==> src/shared/sts_cfg.svh <==
// constants of the spanning tree port state block
// Summary of operation
// port 3 is processor port, never state-gated
// control bits live at 0x12 and 0x22
// disabled port neither forwards nor accepts frames; code still passes its processor-bound and override frames to port 3
// override static hits still reach processor
// blocking port sends only processor-bound frames
// listening/learning pass processor traffic only
// learning state learns source addresses
// forwarding state passes traffic and learns
// learning disable stops address learning
// override static hits go to processor always
// processor sends nothing to blocked ports
// processor drops override frames from disabled
// processor programs override entries beforehand
// nonzero tag mask bypasses lookup and state
`ifndef STS_CFG_SVH
`define STS_CFG_SVH
// ----------------------------------------
// register offsets
// ----------------------------------------
`define STS_P1_CTL_ADDR 8'h12
`define STS_P2_CTL_ADDR 8'h22
// ----------------------------------------
// control field positions and reset
// ----------------------------------------
`define STS_TX_EN_BIT    2
`define STS_RX_EN_BIT    1
`define STS_LRN_DIS_BIT  0
`define STS_CTL_RESET    8'h06
// ----------------------------------------
// port codes and mask positions
// ----------------------------------------
`define STS_PORT1        2'h1
`define STS_PORT2        2'h2
`define STS_PORT3        2'h3
`define STS_MASK_CPU     3'h4
`define STS_MASK_NET     3'h3
`endif

==> src/shared/sts_pkg.sv <==
// types of the spanning tree port state block
package sts_pkg;
  typedef struct packed {
    logic [2:0] fwd_mask;
    logic       learn;
  } sts_result_type;
endpackage : sts_pkg

==> src/shared/sts_buf_if.sv <==
// carrier between the decision logic and its two-entry buffer
`timescale 1ns/10ps
interface sts_buf_if;
  logic                   push_valid;
  logic                   push_ready;
  sts_pkg::sts_result_type push_data;
  logic                   pop_valid;
  logic                   pop_ready;
  sts_pkg::sts_result_type pop_data;
  modport buffer (input push_valid, output push_ready, input push_data,
                  output pop_valid, input pop_ready, output pop_data);
  modport user   (output push_valid, input push_ready, output push_data,
                  input pop_valid, output pop_ready, input pop_data);
endinterface : sts_buf_if

==> src/hw/sts_buf2.sv <==
// two-entry buffer of forwarding results
`timescale 1ns/10ps
module sts_buf2 (
  // clock and reset
  input wire logic   core_clk,
  input wire logic   reset_n,
  // buffered path
  sts_buf_if.buffer  bif
);
  sts_pkg::sts_result_type mem_q [2];
  logic                    wr_ptr_q;
  logic                    rd_ptr_q;
  logic [1:0]              count_q;
  logic                    push;
  logic                    pop;

  assign bif.push_ready = (count_q != 2'h2);
  assign bif.pop_valid  = (count_q != 2'h0);
  assign bif.pop_data   = mem_q[rd_ptr_q];
  assign push           = bif.push_valid && bif.push_ready;
  assign pop            = bif.pop_valid && bif.pop_ready;

  // ----------------------------------------
  // storage
  // ----------------------------------------
  always_ff @(posedge core_clk or negedge reset_n) begin
    if (!reset_n) begin
      mem_q[0] <= '0;
      mem_q[1] <= '0;
    end else if (push) begin
      mem_q[wr_ptr_q] <= bif.push_data;
    end
  end

  // ----------------------------------------
  // pointers and fill level
  // ----------------------------------------
  always_ff @(posedge core_clk or negedge reset_n) begin
    if (!reset_n) begin
      wr_ptr_q <= 1'b0;
      rd_ptr_q <= 1'b0;
      count_q  <= 2'h0;
    end else begin
      if (push) begin
        wr_ptr_q <= ~wr_ptr_q;
      end
      if (pop) begin
        rd_ptr_q <= ~rd_ptr_q;
      end
      if (push && !pop) begin
        count_q <= count_q + 2'h1;
      end else if (pop && !push) begin
        count_q <= count_q - 2'h1;
      end
    end
  end
endmodule : sts_buf2

==> src/hw/sts_port_state.sv <==
// spanning tree state gating of forwarding and learning decisions
`timescale 1ns/10ps
`include "sts_cfg.svh"
module sts_port_state (
  // clock and reset
  input  wire logic       core_clk,
  input  wire logic       reset_n,
  // register access
  input  wire logic [7:0] reg_addr,
  input  wire logic       reg_wr,
  input  wire logic [7:0] reg_wdata,
  input  wire logic       reg_rd,
  output logic      [7:0] reg_rdata,
  // lookup result in
  input  wire logic       dec_valid,
  output logic            dec_ready,
  input  wire logic [1:0] dec_src_port,
  input  wire logic [2:0] dec_lookup_mask,
  input  wire logic       dec_override,
  input  wire logic [1:0] dec_tag_mask,
  // gated result out
  output logic            res_valid,
  input  wire logic       res_ready,
  output logic      [2:0] res_fwd_mask,
  output logic            res_learn
);
  logic [7:0]              p1_ctl_q;
  logic [7:0]              p2_ctl_q;
  logic [7:0]              reg_rdata_q;
  sts_pkg::sts_result_type dec_d;
  sts_buf_if               bif ();

  // ----------------------------------------
  // control registers
  // ----------------------------------------
  always_ff @(posedge core_clk or negedge reset_n) begin
    if (!reset_n) begin
      p1_ctl_q <= `STS_CTL_RESET;
      p2_ctl_q <= `STS_CTL_RESET;
    end else if (reg_wr) begin
      if (reg_addr == `STS_P1_CTL_ADDR) begin
        p1_ctl_q <= reg_wdata;
      end
      if (reg_addr == `STS_P2_CTL_ADDR) begin
        p2_ctl_q <= reg_wdata;
      end
    end
  end

  always_ff @(posedge core_clk or negedge reset_n) begin
    if (!reset_n) begin
      reg_rdata_q <= 8'h00;
    end else if (reg_rd) begin
      case (reg_addr)
        `STS_P1_CTL_ADDR: reg_rdata_q <= p1_ctl_q;
        `STS_P2_CTL_ADDR: reg_rdata_q <= p2_ctl_q;
        default:          reg_rdata_q <= 8'h00;
      endcase
    end
  end
  assign reg_rdata = reg_rdata_q;

  // ----------------------------------------
  // decision
  // ----------------------------------------
  function automatic sts_pkg::sts_result_type decide(
    input logic [1:0] src,
    input logic [2:0] lookup,
    input logic       ovr,
    input logic [1:0] tag,
    input logic [7:0] c1,
    input logic [7:0] c2
  );
    sts_pkg::sts_result_type r;
    logic [7:0]              own;
    r.fwd_mask = lookup;
    r.learn    = 1'b0;
    own        = (src == `STS_PORT1) ? c1 : c2;
    if (src == `STS_PORT3 && tag != 2'h0) begin
      r.fwd_mask = {1'b0, tag};
      r.learn    = 1'b1;
    end else if (src == `STS_PORT3) begin
      r.learn = 1'b1;
      r.fwd_mask[2] = 1'b0;
      r.fwd_mask[0] = lookup[0] & c1[`STS_TX_EN_BIT];
      r.fwd_mask[1] = lookup[1] & c2[`STS_TX_EN_BIT];
    end else if (src == `STS_PORT1 || src == `STS_PORT2) begin
      r.learn = ~own[`STS_LRN_DIS_BIT];
      if (ovr) begin
        r.fwd_mask = `STS_MASK_CPU;
      end else if (!own[`STS_RX_EN_BIT]) begin
        r.fwd_mask = lookup & `STS_MASK_CPU;
      end else begin
        r.fwd_mask[0] = lookup[0] & c1[`STS_TX_EN_BIT] & (src != `STS_PORT1);
        r.fwd_mask[1] = lookup[1] & c2[`STS_TX_EN_BIT] & (src != `STS_PORT2);
      end
    end else begin
      r.fwd_mask = 3'h0;
    end
    return r;
  endfunction : decide

  assign dec_d = decide(dec_src_port, dec_lookup_mask, dec_override, dec_tag_mask,
                        p1_ctl_q, p2_ctl_q);

  // ----------------------------------------
  // result buffer
  // ----------------------------------------
  assign bif.push_valid = dec_valid;
  assign bif.push_data  = dec_d;
  assign dec_ready      = bif.push_ready;
  assign bif.pop_ready  = res_ready;
  assign res_valid      = bif.pop_valid;
  assign res_fwd_mask   = bif.pop_data.fwd_mask;
  assign res_learn      = bif.pop_data.learn;

  sts_buf2 u_buf (
    .core_clk (core_clk),
    .reset_n  (reset_n),
    .bif      (bif)
  );

  logic push_net;
  logic [7:0] src_ctl;
  assign push_net = dec_valid && dec_ready &&
                    (dec_src_port == `STS_PORT1 || dec_src_port == `STS_PORT2);
  assign src_ctl  = (dec_src_port == `STS_PORT1) ? p1_ctl_q : p2_ctl_q;
endmodule : sts_port_state

==> config.mk <==
export PLATFORM = sky130hd
export DESIGN_NAME = sts_port_state
export DESIGN_NICKNAME = d
export VERILOG_FILES = /design/src/shared/sts_pkg.sv /design/src/shared/sts_buf_if.sv /design/src/hw/sts_buf2.sv /design/src/hw/sts_port_state.sv
export VERILOG_INCLUDE_DIRS = /design/src /design/src/shared
export SDC_FILE = /design/constraint.sdc
export NUM_CORES = 1
export LEC_CHECK = 0
export ABC_AREA = 1
export BUFFER_PORTS_ARGS = -buffer_cell sky130_fd_sc_hd__buf_2
export CORE_ASPECT_RATIO = 0.5
export CORE_MARGIN = 2
export CORE_UTILIZATION = 34
export CTS_BUF_LIST = sky130_fd_sc_hd__clkbuf_8 sky130_fd_sc_hd__clkbuf_16
export DETAILED_ROUTE_END_ITERATION = 7
export PLACE_DENSITY = 0.65
export SLEW_MARGIN = 10
export SYNTH_ARGS = -nofsm -noshare
export SYNTH_HDL_FRONTEND = slang
export SYNTH_SLANG_ARGS = --single-unit
==> constraint.sdc <==
create_clock -name core_clk -period 2.55 [get_ports core_clk]
set_clock_uncertainty 0.05 [all_clocks]
set_input_delay 0.3825 -clock core_clk [delete_from_list [all_inputs] [get_ports core_clk]]
set_output_delay 0.3825 -clock core_clk [all_outputs]
set_load 0.02 [all_outputs]
==> flow_summary.ini, run 1 <==
[timing]
final_max_slew_viols = 0
finalSetupTns_ns = 0
holdWs_ns = 0.1351
timing.final.hold_violations = 0
fmaxAchievable_mhz = 606.8
worst_slew_pin_slew_ns = 0.7983
maxSlewHeadroom_pct = 46.78
final-setup-viol-count = 0
share_of_the_clock_period_used_by_the_worst_path_after_layout_pct = 64.62
rsz0062_at_grt = no
final_period_minus_worst_setup_slack_ns = 1.648

[final_layout]
layout-drive-gt1-share_pct = 24.56
antenna-diode-count = 0
layout_commonest_cell = sky130_fd_sc_hd__nand2_1
fin_util_pct = 41.87
design.final.nets = 319
most_frequent_cells_in_the_layout = sky130_fd_sc_hd__nand2_1, sky130_fd_sc_hd__buf_2, sky130_fd_sc_hd__dfrtp_1
syn_to_final_growth_pct = 20.29

[clock_network]
cts_made_buffers = 5
insertion_delay_ns = 0.28
cts_tree = done
h_tree_depth = 2
cts.repair_timing.setup_buffer_count = 0
clockRootBuffer = sky130_fd_sc_hd__clkbuf_8
clock_slew_seen_by_the_registers_of_the_worst_setup_and_hold_paths_ns = 0.07
cts_hold_buf = 0
cts_buffer_depth = 2
cts_resized = 0
cts.sink_count = 36

[critical_path]
r2r.worst_path.cells = 8
crit_arrival_ns = 1.74
cp.required_ns = 2.64
cp_max_fo = 4
timing.rr.start = u_buf.count_q[0]
setup.worst_path.start_class = flop
crit_start = u_buf.count_q[0]
worst_setup_path_end_kind = flop
worst_setup_path_class = reg -> reg
r2r_slack_ns = 0.90

[run_status]
outcome = completed

[logic_synthesis]
ys_seq_elements = 36
ys_warn_count = 0
synth_unique_cells = 23
sequential_area_share_after_synthesis_pct = 48.01
postSynthNetCount = 272
post_synth_instance_area_um2 = 1887
syn-mean-instance-area_um2 = 7.928
post_synthesis_cells = 238

[route]
residual_drc = 0
wirelength_um = 3977
routedWlPerCell_um = 11.11
dr_total_vias = 1610
drt_first_pass_iters = 4
detail_route.iter0.violations = 74
route.detailed.vias_per_inst = 4.497
final_antenna_net_count = 0

[worst_hold_path]
min_path_type = in -> async

[flow_run]
maxCapViolations = 0

[power]
power.density_cell_area_nw_per_um2 = 697.5
power.static_leakage_nw = 1.368
vdd_ir_drop_max_mv = 0.3239

[die]
ios = 44
die-width_um = 109.4
core_area_um2 = 5420
fp.dieH_um = 56.68
floorplan.die_area_um2 = 6197
core.rowCount = 19
start_util_pct = 34.81

[global_routing]
antenna_found_initial = 0
globalRoute.totalOverflow = 0
grt_pass1_wl_um = 6637
grt_pass1_vias = 1496
grt_start_max_net_pins = 37
grt_usage_pct = 13.84

[placement]
port_buffers = 43
place.detailed.hpwl_um = 2980
gp_congestion = 0.8136
[critical path, cell delays in order (launching register included)]
cell and delay (ns):
sky130_fd_sc_hd__dfrtp_1 0.39, sky130_fd_sc_hd__inv_1 0.12, sky130_fd_sc_hd__nand2_2 0.08, sky130_fd_sc_hd__nand2_2 0.13
sky130_fd_sc_hd__inv_1 0.06, sky130_fd_sc_hd__ha_1 0.30, sky130_fd_sc_hd__a21oi_1 0.12, sky130_fd_sc_hd__o21ai_0 0.11
sky130_fd_sc_hd__xor2_1 0.16
[flip-flops by register name, summed over array words and instances (netlist names)]
register,cells
p1_ctl_q,8
p2_ctl_q,8
reg_rdata,8
u_buf.count_q,2
u_buf.mem_q,8
u_buf.rd_ptr_q,1
u_buf.wr_ptr_q,1
[logic make-up after synthesis]
| group | after synthesis | synth area share, % |
|---|---|---|
| buffers and inverters | 28 | 6.034 |
| AND/OR/NAND/NOR | 142 | 35.15 |
| adder cells (fa/ha/maj) | 4 | 2.653 |
| XOR/XNOR | 3 | 1.393 |
| AO/OA/AOI/OAI | 25 | 6.764 |
| flip-flops | 36 | 48.01 |
[routing by layer]
layer / routed length, um / track usage [%] / up-vias
met5: 0 / 0 / -
met4: 41 / 4.340 / 0
met3: 154 / 3.484 / 5
met2: 1882 / 22.93 / 26
met1: 1898 / 17.82 / 739
li1: - / - / 840
[Yosys cell counts]
library cell | count | area share (%)
sky130_fd_sc_hd__nor2_8 | 3 | 3.2
sky130_fd_sc_hd__dfstp_2 | 4 | 5.6
sky130_fd_sc_hd__xnor2_1 | 1 | 0.46
sky130_fd_sc_hd__inv_2 | 3 | 0.60
sky130_fd_sc_hd__nand3_1 | 23 | 6.1
sky130_fd_sc_hd__nand2_1 | 104 | 21
sky130_fd_sc_hd__nand4_1 | 1 | 0.33
sky130_fd_sc_hd__clkbuf_1 | 1 | 0.20
sky130_fd_sc_hd__nor2_4 | 3 | 1.8
sky130_fd_sc_hd__xor2_1 | 2 | 0.93
sky130_fd_sc_hd__buf_2 | 1 | 0.26
sky130_fd_sc_hd__o21bai_1 | 1 | 0.40
sky130_fd_sc_hd__nor2_2 | 1 | 0.33
sky130_fd_sc_hd__nor2_1 | 1 | 0.20
sky130_fd_sc_hd__buf_6 | 1 | 0.60
sky130_fd_sc_hd__o21ai_1 | 2 | 0.53
sky130_fd_sc_hd__o21ai_0 | 21 | 5.6
sky130_fd_sc_hd__dfrtp_1 | 32 | 42
sky130_fd_sc_hd__ha_1 | 4 | 2.7
sky130_fd_sc_hd__inv_1 | 22 | 4.4
sky130_fd_sc_hd__nand2_4 | 2 | 1.2
sky130_fd_sc_hd__a21oi_1 | 1 | 0.26
sky130_fd_sc_hd__nand2_2 | 4 | 1.3
[final cells by class]
type | count | area, um2
sequential | 36 | 905.9
fill | 542 | 3151
clock buffer | 7 | 96.34
timing repair buffer | 43 | 215.2
multi-input combinational | 174 | 867.1
inverter | 25 | 93.84
tap | 73 | 91.34
[metrics by stage]
stage | setup slack [ns] | instance area, um2 | power, W | std cells
floorplan | 0.9772 | 1887 | 0.001030 | 238
global placement | 1.029 | 2173 | 0.001151 | 351
detailed placement | 0.9158 | 2173 | 0.001173 | 351
CTS | 0.9022 | 2270 | 0.001606 | 358
global route | 0.7905 | 2270 | 0.001680 | 358
finish | 0.9021 | 2270 | 0.001583 | 358
[path summary, 6_finish.rpt]
path                               endpoint
setup reg to reg           u_buf.count_q[1]
setup / recovery           u_buf.count_q[1]
hold reg to reg                reg_rdata[5]
hold / removal               u_buf.mem_q[2]
max in group asynchronous       p1_ctl_q[7]
min in group core_clk           p1_ctl_q[3]
[where the power goes]
group / switching, W / internal [W] / leakage (nW)
Combinational: 0.000277 / 0.000152 / 0.846
Clock: 0.000184 / 0.000240 / 0.0503
Sequential: 0.0000656 / 0.000665 / 0.471
Total: 0.000526 / 0.00106 / 1.37
(Power assumes the default switching activity.)
==> run 2: changes to the inputs <==
==> constraint.sdc (replaced) <==
create_clock -name core_clk -period 1.6 [get_ports core_clk]
set_clock_uncertainty 0.05 [all_clocks]
set_input_delay 0.24 -clock core_clk [delete_from_list [all_inputs] [get_ports core_clk]]
set_output_delay 0.24 -clock core_clk [all_outputs]
set_load 0.02 [all_outputs]
==> flow_summary.ini, run 2 (synthesis results as in run 1) <==
[timing]
timing.final.hold_violations = 0
rsz0062_at_grt = no
final_max_slew_viols = 0
fmaxAchievable_mhz = 653.5
share_of_the_clock_period_used_by_the_worst_path_after_layout_pct = 95.65
final_period_minus_worst_setup_slack_ns = 1.530
maxSlewHeadroom_pct = 72.06
final-setup-viol-count = 0
finalSetupTns_ns = 0
worst_slew_pin_slew_ns = 0.4191

[critical_path]
worst_setup_path_end_kind = flop
crit_arrival_ns = 1.64
maximum_cell_stage_delay_along_the_critical_path_ns = 0.39
setup.worst_path.start_class = flop
cpMaxStageDelayCell = sky130_fd_sc_hd__dfrtp_1
r2r.worst_path.cells = 8
timing.rr.start = u_buf.count_q[0]
cp_max_fo = 4
dominant_cell_type_by_count_on_the_critical_path = sky130_fd_sc_hd__nand2_2
timing.critical_path.cells = inv_2 > nand2_2 > nand2_2 > inv_1 > ha_1 > a21oi_1 > o21ai_0 > xor2_1
cp.required_ns = 1.71
worst_setup_path_class = reg -> reg
crit_start = u_buf.count_q[0]

[route]
route.detailed.vias_per_inst = 4.522
final_antenna_net_count = 0
wirelength_um = 4094
residual_drc = 0
drt_first_pass_iters = 4
dr_total_vias = 1646
routedWlPerCell_um = 11.25
detail_route.iter0.violations = 89

[die]
core_area_um2 = 5420
ios = 44
die-width_um = 109.4
core.rowCount = 19
start_util_pct = 34.81
fp.dieH_um = 56.68
floorplan.die_area_um2 = 6197

[worst_hold_path]
worstHoldStart = reg_wdata[2]
min_path_type = in -> reg
hold-path-cell-count = 3

[clock_network]
cts.sink_count = 36
insertion_delay_ns = 0.29
clock_slew_seen_by_the_registers_of_the_worst_setup_and_hold_paths_ns = 0.07
cts_tree = done
cts_made_buffers = 5
h_tree_depth = 2
cts_buffer_depth = 2
clockRootBuffer = sky130_fd_sc_hd__clkbuf_8

[placement]
placement_stage_cell_area_um2 = 2208
place.detailed.hpwl_um = 3143
gp_congestion = 0.7777
port_buffers = 43

[final_layout]
layout_commonest_cell = sky130_fd_sc_hd__nand2_1
seqCellArea_um2 = 905.9
multi_input_area_um2 = 867.1
antenna-diode-count = 0
design.final.nets = 324
most_frequent_cells_in_the_layout = sky130_fd_sc_hd__nand2_1, sky130_fd_sc_hd__buf_2, sky130_fd_sc_hd__dfrtp_1
layout-drive-gt1-share_pct = 25.09
fillerInstances = 544
stdcell_area_um2 = 2306
syn_to_final_growth_pct = 22.21

[run_status]
outcome = completed

[flow_run]
maxCapViolations = 0

[global_routing]
grt_usage_pct = 14.39
grt_pass1_wl_um = 6817
grt_start_max_net_pins = 21
globalRoute.totalOverflow = 0
grt_pass1_vias = 1544
antenna_found_initial = 0

[power]
power.static_leakage_nw = 1.397
power.density_cell_area_nw_per_um2 = 1081
vdd_ir_drop_max_mv = 0.6152
run 2: cell types whose count changed in the layout (fill, tap and decap cells not counted), sizes merged:
cell,delta
inv,+3
buf,+4
clkbuf,-2
dlygate4sd3,+1
run 2: repair_timing:
action,4_1_cts,5_1_grt
gates resized for setup,0,1
buffers inserted,0,1
setup endpoints to repair,0,1
hold endpoints to repair,12,0
hold buffers,1,0
run 2: layout make-up:
cell class / count / share of cell area (%)
Inverter: 25 / 4.069
Timing Repair Buffer: 48 / 11.61
Multi-Input combinational cell: 174 / 37.60
Clock buffer: 5 / 2.984
Sequential cell: 36 / 39.28
Tap cell: 73 / 3.961
Clock inverter: 3 / 0.4883
run 2: report_power, final:
group	leakage (nW)	internal, W	switching, W
registers	0.471	0.00106	0.0000994
logic	0.874	0.000275	0.000455
clock network	0.0519	0.000290	0.000312
run 2: worst paths after layout:
| kind | to | slack, ns |
|---|---|---|
| max | u_buf.count_q[1] | 0.07 |
| max in group asynchronous | reg_rdata[3] | 0.67 |
| min | p2_ctl_q[2] | 0.11 |
| min reg2reg | reg_rdata[0] | 0.43 |
| min in group asynchronous | p2_ctl_q[3] | 0.38 |
| max reg2reg | u_buf.count_q[1] | 0.07 |
run 2: critical path, delay by kind of cell (launching register included):
kind	cells	cell delay, ns
AOI/OAI and AO/OA	2	0.24
xor gates and xnor gates	1	0.15
DFF	1	0.39
adders and majority gates	1	0.30
buffers and inverters	2	0.14
and+or+nand+nor	2	0.13
run 2: per-layer routing:
metal	GRT usage [%]	wire, um	share of wire [%]	vias to the layer above
met5	0	0	0	-
met4	5.425	60	1.5	0
met3	3.833	168	4.1	5
met2	23.54	1955	48	33
met1	18.26	1909	47	757
li1	-	-	-	851
run 2: stage by stage:
stage	power (W)	util (%)	hold WS (ns)	setup slack, ns	instances
after detailed placement	0.001886	40.74	0.1480	0.04596	354
after global placement	0.001855	40.74	0.1387	0.1482	354
after CTS	0.002493	42.41	0.09912	0.02264	363
after global routing	0.002654	42.54	0.1134	0.008224	364
final	0.002492	42.54	0.1095	0.06967	364
after floorplan	0.001641	-	-0.1056	0.02724	238
==> run 3: changes to the inputs <==
--- a/config.mk
+++ b/config.mk
@@ -13,8 +13,9 @@
 export CORE_UTILIZATION = 34
 export CTS_BUF_LIST = sky130_fd_sc_hd__clkbuf_8 sky130_fd_sc_hd__clkbuf_16
 export DETAILED_ROUTE_END_ITERATION = 7
-export PLACE_DENSITY = 0.65
+export PLACE_DENSITY = 0.64
 export SLEW_MARGIN = 10
 export SYNTH_ARGS = -nofsm -noshare
 export SYNTH_HDL_FRONTEND = slang
+export SYNTH_HIERARCHICAL = 1
 export SYNTH_SLANG_ARGS = --single-unit
==> flow_summary.ini, run 3 <==
[global_routing]
globalRoute.totalOverflow = 0
grt_pass1_vias = 1684
grt_start_max_net_pins = 37
grt_usage_pct = 14.57
antenna_found_initial = 0
grt_pass1_wl_um = 7403

[clock_network]
cts.sink_count = 36
cts_buffer_depth = 2
clock_slew_seen_by_the_registers_of_the_worst_setup_and_hold_paths_ns = 0.05
cts_made_buffers = 5
clockRootBuffer = sky130_fd_sc_hd__clkbuf_16
cts_tree = done
insertion_delay_ns = 0.28
h_tree_depth = 2

[die]
core_area_um2 = 5492
start_util_pct = 35.41
core.rowCount = 19
floorplan.die_area_um2 = 6377
ios = 44
die-width_um = 110.9
fp.dieH_um = 57.48

[logic_synthesis]
synth_most_common_cell = sky130_fd_sc_hd__nand2_1
synth_top_cell_area_share_pct = 41.18
syn-mean-instance-area_um2 = 7.872
synth_edf_count = 0
post_synth_instance_area_um2 = 1944
synth_unique_cells = 24
postSynth.topFlopCell = sky130_fd_sc_hd__dfrtp_1
asyncSetResetFlopFracSynth_pct = 100.0
ys_warn_count = 6
postSynthNetCount = 281
synth.cells.most_frequent = sky130_fd_sc_hd__nand2_1, sky130_fd_sc_hd__dfrtp_1, sky130_fd_sc_hd__inv_1, sky130_fd_sc_hd__nand3_1, sky130_fd_sc_hd__o21ai_0
synth_area_leaders = sky130_fd_sc_hd__dfrtp_1, sky130_fd_sc_hd__nand2_1, sky130_fd_sc_hd__dfstp_2
post_synthesis_cells = 247
sequential_area_share_after_synthesis_pct = 46.59
ys_seq_elements = 36
synth_area_leader_cell = sky130_fd_sc_hd__dfrtp_1

[final_layout]
antenna-diode-count = 0
most_frequent_cells_in_the_layout = sky130_fd_sc_hd__nand2_1, sky130_fd_sc_hd__buf_2, sky130_fd_sc_hd__dfrtp_1
layout_commonest_cell = sky130_fd_sc_hd__nand2_1
layout-drive-gt1-share_pct = 26.09
stdcell_area_um2 = 2416
fillerInstances = 557
design.final.nets = 332
syn_to_final_growth_pct = 24.26

[placement]
placement_stage_cell_area_um2 = 2241
port_buffers = 43
gp_congestion = 0.8300
place.detailed.hpwl_um = 3155

[critical_path]
timing.critical_path.cells = inv_2 > nand2_8 > nand2_2 > inv_1 > ha_1 > inv_2 > nand3_1 > nand2_1 > nand2_1
maximum_cell_stage_delay_along_the_critical_path_ns = 0.41
worst_setup_path_end_kind = flop
crit_arrival_ns = 1.61
cp.required_ns = 1.72
worst_setup_path_class = reg -> reg
setup.worst_path.start_class = flop
r2r.worst_path.cells = 9
cpMaxStageDelayCell = sky130_fd_sc_hd__dfrtp_1
cp_max_fo = 12

[timing]
share_of_the_clock_period_used_by_the_worst_path_after_layout_pct = 93.31
worst_slew_pin_slew_ns = 0.4562
final_max_slew_viols = 0
finalSetupTns_ns = 0
fmaxAchievable_mhz = 669.8
final_period_minus_worst_setup_slack_ns = 1.493
maxSlewHeadroom_pct = 69.59
timing.final.hold_violations = 0
rsz0062_at_grt = no
holdWs_ns = 0.1184
final-setup-viol-count = 0

[run_status]
outcome = completed

[power]
switching_share_pct = 33.66
seq_power_share_pct = 40.8
internal_portion_of_total_power_w = 0.001953
power.static_leakage_nw = 1.436
power.density_cell_area_nw_per_um2 = 1218
total_switching_power_w = 0.0009910
power.share.clock_pct = 32.6
vdd_ir_drop_max_mv = 0.4506
comb_power_share_pct = 26.5

[route]
detail_route.iter0.violations = 51
route.detailed.vias_per_inst = 4.621
routedWlPerCell_um = 11.31
residual_drc = 0
dr_total_vias = 1719
wirelength_um = 4207
drt_first_pass_iters = 4
final_antenna_net_count = 0

[worst_hold_path]
min_path_type = in -> reg
hold-path-cell-count = 3

[flow_run]
maxCapViolations = 0
-- run 3: what timing repair did --
| action | 4_1_cts | 5_1_grt |
|---|---|---|
| endpoints found under the setup margin | 0 | 1 |
| gates resized for setup | 0 | 2 |
| setup buffers | 0 | 1 |
| hold buffers | 1 | 0 |
| endpoints found under the hold margin | 32 | 0 |
-- run 3: metrics by stage --
stage                     util [%]  power, W  setup slack (ns)  cells
final                        44.00  0.002944            0.1070    372
after global routing         44.00  0.003137          0.001759    372
after CTS                    43.70  0.002929            0.1038    371
after detailed placement     40.81  0.001953          0.002020    362
after global placement       40.81  0.001925           0.09051    362
after floorplan                  -  0.001736            0.1372    247
-- run 3: path summary, 6_finish.rpt --
check | startpoint | end | slack (ns)
min | reg_wdata[2] | p1_ctl_q[2] | 0.12
max reg2reg | u_buf/count_q[0] | u_buf/count_q[1] | 0.11
min in group asynchronous | reset_n | p2_ctl_q[4] | 0.49
max in group asynchronous | reset_n | p1_ctl_q[1] | 0.67
max | u_buf/count_q[0] | u_buf/count_q[1] | 0.11
min reg2reg | u_buf/mem_q[4] | u_buf/mem_q[4] | 0.42
-- run 3: final cells by class --
cell class | count | area [um2] | area share, %
Inverter | 24 | 90.09 | 3.729
Clock buffer | 6 | 138.9 | 5.748
Timing Repair Buffer | 49 | 262.8 | 10.88
Sequential cell | 36 | 905.9 | 37.49
Multi-Input combinational cell | 182 | 917.1 | 37.96
Clock inverter | 2 | 10.01 | 0.4143
Tap cell | 73 | 91.34 | 3.780
-- run 3: power groups by stage --
stage / clock, W / combinational, W / sequential [W]
5_1_grt: 0.00103 / 0.000887 / 0.00122
3_3_place_gp: 0 / 0.000723 / 0.00120
4_1_cts: 0.000985 / 0.000751 / 0.00119
3_5_place_dp: 0 / 0.000745 / 0.00121
2_1_floorplan: 0 / 0.000566 / 0.00117
6_report: 0.000961 / 0.000781 / 0.00120
-- run 3: per-layer routing --
metal,wire length (um),GRT usage [%],part of all wire (%)
met5,0,0,0
met4,65,6.429,1.5
met3,153,3.826,3.6
met2,2064,25.50,49
met1,1923,17.34,46
-- run 3: cell families (layout without fill, tap and decap cells) --
group,count (synthesis),in the layout,share of synthesized area [%]
AOI/OAI and AO/OA,23,23,6.113
xor gates and xnor gates,1,1,0.4505
adders and majority gates,4,4,2.574
buffers and inverters,29,81,6.692
DFF,36,36,46.59
and+or+nand+nor,154,154,37.58
-- run 3: critical path: cells and delay by family (launching register included) --
family                     cells  cell delay, ns
adders and majority gates      1            0.32
buffers and inverters          3            0.24
DFF                            1            0.41
and+or+nand+nor                5            0.37
